## src/lrr_cfg.svh

```systemverilog
// Constants for the loader run and reset command interpreter
`ifndef LRR_CFG_SVH
`define LRR_CFG_SVH
`define LRR_CMD_RUN 8'h22
`define LRR_CMD_RESET 8'h25
`define LRR_LEN_RUN 8'h07
`define LRR_LEN_RESET 8'h03
`define LRR_ACK 8'hcc
`define LRR_NAK 8'h33
`define LRR_MAX_LEN 8'h0b
`define LRR_FIFO_DEPTH 32
`define LRR_FIFO_AW 5
`endif

```

## src/lrr_pkg.sv

```systemverilog
// Types for the loader run and reset command interpreter
package lrr_pkg;
  typedef struct packed {
    logic valid;
    logic [7:0] data;
  } lrr_byte_t;
  typedef enum logic [2:0] {
    ST_LEN, ST_SUM, ST_DATA, ST_DRAIN, ST_RESP, ST_WAIT, ST_ACT
  } lrr_state_t;
  typedef struct packed {
    logic valid;
    logic [31:0] addr;
  } lrr_jump_t;
endpackage

```

## src/lrr_top.sv

```systemverilog
// Run and reset command interpreter of the serial loader, with input FIFO
// How it works
// Command byte 0x22 asks to run from the 32-bit address that follows.
// A run packet is 7 bytes: length, checksum, command, address MSB first.
// For a run the ack byte is sent before the jump is issued.
// A reset packet is 3 bytes: length, checksum equal to command, 0x25.
// A reset request raises a full device reset, not a jump.
// For a reset the ack byte is sent before the reset is issued.
// The host may send reset after an error to start talking afresh.
// A good packet is answered 0xcc and a bad one 0x33.
// Byte one is the whole length; the checksum covers data bytes only.
// The sum is modulo 256; bad sum or length gives no run or reset.
`timescale 1ns/1ps
`include "lrr_cfg.svh"

module lrr_fifo #(
  parameter int WIDTH = 8,
  parameter int DEPTH = 32,
  parameter int AW = 5
) (
  input wire logic clk,
  input wire logic rst_n,
  input wire logic in_valid,
  output logic in_ready,
  input wire logic [WIDTH-1:0] in_data,
  output logic out_valid,
  input wire logic out_ready,
  output logic [WIDTH-1:0] out_data
);
  typedef struct packed {
    logic [AW:0] wp;
    logic [AW:0] rp;
    logic rdy;
  } lrr_fifo_st_t;
  lrr_fifo_st_t st_q, st_d;
  logic [WIDTH-1:0] mem [DEPTH];
  logic push, pop, empty;

  // Extra pointer bit tells full from empty when the indices meet
  function automatic logic is_full(input logic [AW:0] w,
                                   input logic [AW:0] r);
    is_full = (w[AW] != r[AW]) && (w[AW-1:0] == r[AW-1:0]);
  endfunction

  assign push = in_valid && st_q.rdy;
  assign empty = st_q.wp == st_q.rp;
  assign pop = out_ready && !empty;
  assign in_ready = st_q.rdy;
  assign out_valid = !empty;
  assign out_data = mem[st_q.rp[AW-1:0]];

  // Ready is worked out ahead from the next pointers, so it leaves a flop
  always_comb begin
    st_d = st_q;
    if (push) begin
      st_d.wp = st_q.wp + 1'b1;
    end
    if (pop) begin
      st_d.rp = st_q.rp + 1'b1;
    end
    st_d.rdy = !is_full(st_d.wp, st_d.rp);
  end

  always_ff @(posedge clk) begin
    if (push) begin
      mem[st_q.wp[AW-1:0]] <= in_data;
    end
  end

  always_ff @(posedge clk or negedge rst_n) begin
    if (!rst_n) begin
      st_q <= '{wp: '0, rp: '0, rdy: 1'b1};
    end else begin
      st_q <= st_d;
    end
  end

  a_fifo_no_overrun: assert property (@(posedge clk) disable iff (!rst_n)
    !in_ready |=> st_q.wp == $past(st_q.wp))
    else $error("fifo written while full");
  a_fifo_ready_flop: assert property (@(posedge clk) disable iff (!rst_n)
    in_ready == !is_full(st_q.wp, st_q.rp))
    else $error("fifo ready out of step");
endmodule // lrr_fifo

module lrr_top (
  input wire logic clk,
  input wire logic rst_n,
  input wire lrr_pkg::lrr_byte_t rx,
  output logic rx_ready,
  output lrr_pkg::lrr_byte_t tx,
  input wire logic tx_ready,
  output lrr_pkg::lrr_jump_t jump,
  output logic sys_reset_req
);
  import lrr_pkg::*;

  // ------------------------------------------------------------
  // Input buffering
  // ------------------------------------------------------------
  logic f_valid, f_ready;
  logic [7:0] f_data;
  lrr_fifo #(.WIDTH(8), .DEPTH(`LRR_FIFO_DEPTH), .AW(`LRR_FIFO_AW))
    lrr_fifo_inst (
    .clk(clk),
    .rst_n(rst_n),
    .in_valid(rx.valid),
    .in_ready(rx_ready),
    .in_data(rx.data),
    .out_valid(f_valid),
    .out_ready(f_ready),
    .out_data(f_data)
  );

  // ------------------------------------------------------------
  // State
  // ------------------------------------------------------------
  typedef struct packed {
    lrr_state_t st;
    logic [7:0] len;
    logic [7:0] cnt;
    logic [7:0] sum;
    logic [7:0] csum;
    logic [7:0] cmd;
    logic [31:0] addr;
    logic good;
    lrr_byte_t tx;
    lrr_jump_t jump;
    logic rst;
  } lrr_state_s_t;
  lrr_state_s_t s_q, s_d;

  function automatic logic len_ok(input logic [7:0] cmd,
                                  input logic [7:0] len);
    len_ok = (cmd == `LRR_CMD_RUN && len == `LRR_LEN_RUN) ||
             (cmd == `LRR_CMD_RESET && len == `LRR_LEN_RESET);
  endfunction

  logic take;
  assign take = f_valid && f_ready;
  // Nothing is taken while an answer is out; the FIFO soaks up the stream
  assign f_ready = s_q.st == ST_LEN || s_q.st == ST_SUM ||
                   s_q.st == ST_DATA || s_q.st == ST_DRAIN;

  always_comb begin
    s_d = s_q;
    s_d.jump.valid = 1'b0;
    case (s_q.st)
      ST_LEN: begin
        // Zero bytes are idle padding on the link
        if (take && f_data != 8'h00) begin
          s_d.len = f_data;
          s_d.cnt = 8'h02;
          s_d.sum = 8'h00;
          s_d.st = ST_SUM;
        end
      end
      ST_SUM: begin
        if (take) begin
          s_d.csum = f_data;
          s_d.cnt = 8'h03;
          // Lengths beyond LRR_MAX_LEN (0x0b) are not parsed; drain them
          if (s_q.len < 8'h03 || s_q.len > `LRR_MAX_LEN) begin
            s_d.good = 1'b0;
            s_d.st = (s_q.len < 8'h03) ? ST_RESP : ST_DRAIN;
          end else begin
            s_d.st = ST_DATA;
          end
        end
      end
      ST_DATA: begin
        if (take) begin
          s_d.sum = s_q.sum + f_data;
          if (s_q.cnt == 8'h03) begin
            s_d.cmd = f_data;
          end else begin
            s_d.addr = {s_q.addr[23:0], f_data};
          end
          s_d.cnt = s_q.cnt + 8'h01;
          if (s_q.cnt == s_q.len) begin
            s_d.good = (s_q.sum + f_data) == s_q.csum;
            s_d.st = ST_RESP;
          end
        end
      end
      ST_DRAIN: begin
        if (take) begin
          s_d.cnt = s_q.cnt + 8'h01;
          if (s_q.cnt == s_q.len) begin
            s_d.st = ST_RESP;
          end
        end
      end
      ST_RESP: begin
        // A good sum earns an ack even for a command that is not ours
        s_d.tx.valid = 1'b1;
        s_d.tx.data = s_q.good ? `LRR_ACK : `LRR_NAK;
        s_d.st = ST_WAIT;
      end
      ST_WAIT: begin
        // Action only after the answer byte has left
        if (tx_ready) begin
          s_d.tx.valid = 1'b0;
          s_d.st = s_q.good ? ST_ACT : ST_LEN;
        end
      end
      ST_ACT: begin
        // Address is held steady beside a one-cycle jump pulse
        s_d.st = ST_LEN;
        if (len_ok(s_q.cmd, s_q.len)) begin
          if (s_q.cmd == `LRR_CMD_RUN) begin
            s_d.jump.valid = 1'b1;
            s_d.jump.addr = s_q.addr;
          end else begin
            s_d.rst = 1'b1;
          end
        end
      end
      default: begin
        s_d.st = ST_LEN;
      end
    endcase
  end

  always_ff @(posedge clk or negedge rst_n) begin
    if (!rst_n) begin
      s_q <= '0;
    end else begin
      s_q <= s_d;
    end
  end

  assign tx = s_q.tx;
  assign jump = s_q.jump;
  assign sys_reset_req = s_q.rst;

  // ------------------------------------------------------------
  // Checks
  // ------------------------------------------------------------
  // Ack must have been on tx two edges before any jump or reset shows
  a_run_after_ack: assert property (@(posedge clk) disable iff (!rst_n)
    $rose(jump.valid) |-> $past(tx.valid && tx.data == `LRR_ACK, 2))
    else $error("jump without prior ack");
  a_reset_after_ack: assert property (@(posedge clk) disable iff (!rst_n)
    $rose(sys_reset_req) |-> $past(tx.valid && tx.data == `LRR_ACK, 2))
    else $error("reset without prior ack");
  a_run_cmd_code: assert property (@(posedge clk) disable iff (!rst_n)
    jump.valid |-> s_q.cmd == 8'h22 && s_q.len == 8'h07)
    else $error("jump from wrong command");
  a_run_addr_order: assert property (@(posedge clk) disable iff (!rst_n)
    jump.valid |-> jump.addr == s_q.addr)
    else $error("jump address differs from packet");
  a_addr_shift: assert property (@(posedge clk) disable iff (!rst_n)
    (s_q.st == ST_DATA && take && s_q.cnt > 8'h03) |=>
      s_q.addr == {$past(s_q.addr[23:0]), $past(f_data)})
    else $error("address not shifted in msb first");
  a_reset_cmd_code: assert property (@(posedge clk) disable iff (!rst_n)
    $rose(sys_reset_req) |-> s_q.cmd == 8'h25 && s_q.len == 8'h03)
    else $error("reset from wrong command");
  a_reset_no_jump: assert property (@(posedge clk) disable iff (!rst_n)
    $rose(sys_reset_req) |-> !jump.valid)
    else $error("reset and jump together");
  a_reset_sticky: assert property (@(posedge clk) disable iff (!rst_n)
    sys_reset_req |=> sys_reset_req)
    else $error("reset request dropped early");
  a_resp_code: assert property (@(posedge clk) disable iff (!rst_n)
    tx.valid |-> tx.data == 8'hcc || tx.data == 8'h33)
    else $error("bad response byte");
  a_tx_hold: assert property (@(posedge clk) disable iff (!rst_n)
    (tx.valid && !tx_ready) |=> tx.valid && $stable(tx.data))
    else $error("answer byte dropped before taken");
  a_jump_pulse: assert property (@(posedge clk) disable iff (!rst_n)
    jump.valid |=> !jump.valid)
    else $error("jump pulse too long");
  a_act_after_ack: assert property (@(posedge clk) disable iff (!rst_n)
    s_q.st == ST_ACT |-> $past(tx.valid && tx_ready && tx.data == `LRR_ACK))
    else $error("action before ack left");
  a_nak_no_act: assert property (@(posedge clk) disable iff (!rst_n)
    (tx.valid && tx.data == 8'h33 && tx_ready) |=> ##1
      !jump.valid && !$rose(sys_reset_req))
    else $error("action after nak");
  a_drain_nak: assert property (@(posedge clk) disable iff (!rst_n)
    (s_q.st == ST_DRAIN && take && s_q.cnt == s_q.len) |=>
      s_q.st == ST_RESP && !s_q.good)
    else $error("long packet not refused");
  a_len_check: assert property (@(posedge clk) disable iff (!rst_n)
    (s_q.st == ST_ACT && s_q.len != `LRR_LEN_RUN) |=> !jump.valid)
    else $error("jump from packet of wrong length");
  a_sum_check: assert property (@(posedge clk) disable iff (!rst_n)
    (s_q.st == ST_RESP && s_q.good) |-> s_q.sum == s_q.csum)
    else $error("ack with bad checksum");
  a_short_len_nak: assert property (@(posedge clk) disable iff (!rst_n)
    (s_q.st == ST_SUM && take && s_q.len < 8'h03) |=>
      s_q.st == ST_RESP && !s_q.good)
    else $error("short packet not refused");
  a_zero_skip: assert property (@(posedge clk) disable iff (!rst_n)
    (s_q.st == ST_LEN && take && f_data == 8'h00) |=> s_q.st == ST_LEN)
    else $error("zero padding taken as length");

  // ------------------------------------------------------------
  // Cover points
  // ------------------------------------------------------------
  c_run: cover property (@(posedge clk) jump.valid);
  c_reset: cover property (@(posedge clk) $rose(sys_reset_req));
  c_nak: cover property (@(posedge clk) tx.valid && tx.data == 8'h33);
  c_full: cover property (@(posedge clk) !rx_ready);
  c_drain: cover property (@(posedge clk) s_q.st == ST_DRAIN);
endmodule // lrr_top

```

## config.mk

```make
export PLATFORM = sky130hd
export DESIGN_NAME = lrr_top
export DESIGN_NICKNAME = d
export VERILOG_FILES = /design/src/lrr_pkg.sv /design/src/lrr_top.sv
export VERILOG_INCLUDE_DIRS = /design/src
export SDC_FILE = /design/constraint.sdc
export NUM_CORES = 1
export LEC_CHECK = 0
export ABC_CLOCK_PERIOD_IN_PS = 4800
export BUFFER_PORTS_ARGS = -buffer_cell sky130_fd_sc_hd__buf_2
export CAP_MARGIN = 20
export CORE_MARGIN = 10
export CORE_UTILIZATION = 35
export DETAILED_ROUTE_END_ITERATION = 6
export PLACE_DENSITY_LB_ADDON = 0.08
export SYNTH_ARGS = -nofsm -noshare
export SYNTH_HDL_FRONTEND = slang
export SYNTH_HIERARCHICAL = 1
export SYNTH_SLANG_ARGS = --single-unit
```

## constraint.sdc

```tcl
create_clock -name clk -period 4.8 [get_ports clk]
set_input_delay 0.48 -clock clk [delete_from_list [all_inputs] [get_ports clk]]
set_output_delay 0.48 -clock clk [all_outputs]
set_load 0.05 [all_outputs]
```

==> metrics.txt <==
CP Class reg2reg; worst path arrival time 4.75 ns; syn avg cell area 16.7 um2; Logic pwr share 34.3%; Skew-Pair Late Insertion Delay about 0.57 ns; dpl hpwl 23400 um; antenna viol nets, final 0; setup bufs post-CTS 0; DRC Markers 0; Post-synth EDFFs roughly 260; Setup Viol. Count Final 0; worst path required time 5.25 ns; IO buf count 55; share of post-route cells with drive strength above 1 29.2%; CP max stage cell dfrtp_4; synth top area cells edfxtp_1, dfrtp_1, mux4_2; wire per inst roughly 22 um; area leader, netlist edfxtp_1; post-layout net count 1034; Worst-Margin Slew about 1.0 ns; die width 235 um; All-Layer GR Usage 13.2%; Final Max Tran Viols 0; Hold WC Path Type in2async; cts bufs inserted 44; Mapped Nets 994; Area growth syn-to-layout 12.8%; CTS tree built; Async S/R FF share, synth between 30 and 40%; setup_tns 0 ns; Worst Setup EP s_q[43]$_DFFE_PN0P_; violation count after the first detailed-route iteration 508; critical path peak fanout 19; Gate Count Post-Synth approximately 970; vias in the first global route 8644; crit-path cells buf_12 -> buf_12 -> buf_4 -> mux2i_1 -> o221ai_1 -> o21ai_1 -> nand2_1 -> o221ai_1 -> o21ai_1 -> ha_1 -> a21o_1 -> nand4_1 -> and2_1 -> o311ai_1 -> xnor2_1 -> a31o_2; synth cell count leaders edfxtp_1, dfrtp_1, mux2_2; Slew HR between 30% and 40%; Fillers roughly 4200; Critical Path End Type flop; Pre-antenna DRT Iters 4; cts hold-fix bufs 0; Yosys cell types 63; Via Count ~8200; IO Pins 56; Placer Congestion 0.770; unrepaired setup endpoints after global routing no; worst r2r dst s_q[43]$_DFFE_PN0P_; switching share of total power 34.4%; PwrDens 649 mW/mm2; Ys Warns 6; Final WS setup approximately 0.50 ns; DP Worst Slack roughly 0.44 ns; Int Power between 0.007 and 0.008 W; Seq cells post-synth 382; Psw 0.00406 W; # resized after CTS 0; R2R depth 16; crit share post-route 89.7%; R2R Setup Slk 0.50 ns; first-pass GRT wire length roughly 56000 um; outcome finished, violations left; Root Buffer clkbuf_16; worst setup path start lrr_fifo_inst/st_q[1]$_DFF_PN0_; CP max stage delay 0.68 ns; gr ovfl total 0; H-tree levels 2; Die ar. 0.0551 mm2; clock buffer depth 3; Die Height about 230 um; FP Rows 78; largest net degree at the start of global routing 86; Critical Path Source Type flop; sequential-to-total area share from yosys stat between 60% and 70%; final worst path period need 4.30 ns; final hold violation count 3; Core Area 0.0455 mm2; Clk network pwr share 27.2%; Clock Skew 0.0184 ns; FMAX approximately 230 MHz; Clock transition at path regs 0.05 ns; initial antenna violation count 1; reg2reg start lrr_fifo_inst/st_q[1]$_DFF_PN0_; P_leak 6.73 nW; WL final about 37000 um; Synth top area share 47.7%; diode count 0; Max Cap Viol 0; Initial Utilization 35.5%; Max VDD drop 231 uV; sequential share of power between 30% and 40%; Main synth FF type edfxtp_1; clk sinks 382; hold_ws -0.0113 ns; failing checks negative hold slack; most common cell in the netlist edfxtp_1; routed vias/inst 5.03; Synth Cell Area 0.0161 mm2
==> power by group through the flow <==
stage,logic (W),clock network [W],registers [W]
floorplan,0.00313,0,0.00428
global placement,0.00413,0,0.00462
detailed placement,0.00412,0,0.00461
CTS,0.00412,0.00334,0.00455
global route,0.00442,0.00345,0.00462
finish,0.00406,0.00322,0.00454
==> worst min path at each step <==
stage	start	endpoint	slack, ns	depth (start not counted)
6_report	rst_n	s_q[103]$_DFFE_PN0P_	-0.01	1
3_5_place_dp	sys_reset_req$_DFFE_PN0P_	sys_reset_req$_DFFE_PN0P_	0.45	1
2_1_floorplan	rst_n	jump[0]$_DFFE_PN0P_	0.18	0
3_3_place_gp	sys_reset_req$_DFFE_PN0P_	sys_reset_req$_DFFE_PN0P_	0.46	1
5_1_grt	rst_n	s_q[103]$_DFFE_PN0P_	0.05	1
4_1_cts	rst_n	s_q[101]$_DFFE_PN0P_	0.02	1
==> layer usage <==
layer	wire, um	vias up	track usage [%]
met4	991	2	4.81
li1	-	3761	-
met1	16900	4260	17.7
met2	17400	147	20.9
met3	1300	67	2.42
met5	7	-	0
==> stage by stage <==
step / power (W) / area (um2) / hold WS, ns / utilization, % / cells
after floorplan: 0.00741 / 16100 / 0.184 / - / 968
after global placement: 0.00874 / 16800 / 0.458 / 37.0 / 1562
after detailed placement: 0.00873 / 16800 / 0.450 / 37.0 / 1562
after CTS: 0.0120 / 18200 / 0.0159 / 40.0 / 1636
after global routing: 0.0125 / 18200 / 0.0468 / 40.0 / 1636
final: 0.0118 / 18200 / -0.0113 / 40.0 / 1636
==> worst max-delay path: cells and delay by family, from the launching register on <==
kind                     cells  cell delay [ns]
AND/OR/NAND/NOR              3             0.45
adder cells (fa/ha/maj)      1             0.27
buffers and inverters        3             0.56
AO/OA/AOI/OAI                7             1.95
XOR/XNOR                     1             0.14
flip-flops                   1             0.68
multiplexers                 1             0.09
==> layout make-up <==
type | count | area (um2) | share of cell area, %
inverter | 4 | 15.0 | 0.0825
timing repair buffer | 81 | 514 | 2.83
clock inverter | 13 | 128 | 0.701
sequential | 382 | 10800 | 59.6
clock buffer | 61 | 1260 | 6.91
multi-input combinational | 495 | 4690 | 25.8
tap | 600 | 751 | 4.13
==> cell usage in the layout, fill, tap and decap left out, types with 4 or more instances in the layout <==
| cell type | count |
|---|---|
| mux4_2 | 57 |
| nor4_1 | 6 |
| buf_4 | 23 |
| and2_1 | 4 |
| nand2_1 | 47 |
| clkbuf_1 | 10 |
| mux2i_1 | 17 |
| clkbuf_8 | 5 |
| o221ai_1 | 17 |
| a21oi_1 | 8 |
| nor2_1 | 56 |
| xnor2_1 | 29 |
| nand2b_1 | 4 |
| buf_2 | 54 |
| xor2_1 | 20 |
| mux2_2 | 85 |
| mux2_1 | 5 |
| inv_1 | 4 |
| clkinv_2 | 5 |
| dfrtp_1 | 123 |
| o21ai_1 | 26 |
| nor2b_1 | 4 |
| clkbuf_16 | 46 |
| nand3_1 | 4 |
| ha_1 | 13 |
| and3_1 | 4 |
| edfxtp_1 | 256 |
| o21ai_0 | 6 |
| a22o_1 | 23 |
| nand4_1 | 11 |
==> flip-flops by register name, indices dropped and copies added, names as in the netlist <==
name	count
jump	33
lrr_fifo_inst/in_ready	1
lrr_fifo_inst/mem	256
lrr_fifo_inst/st_q	12
s_q	76
sys_reset_req	1
tx	3
==> cell families (layout without fill, tap and decap cells) <==
group	Yosys count	in the layout	synth area share [%]
and+or+nand+nor	162	162	5.07
DFF	382	382	67.2
adders and majority gates	14	14	1.13
buffers and inverters	91	159	3.75
muxes	164	164	15.3
xor gates and xnor gates	51	51	2.90
AOI/OAI and AO/OA	104	104	4.63
Power figures use the tool's default switching activity.
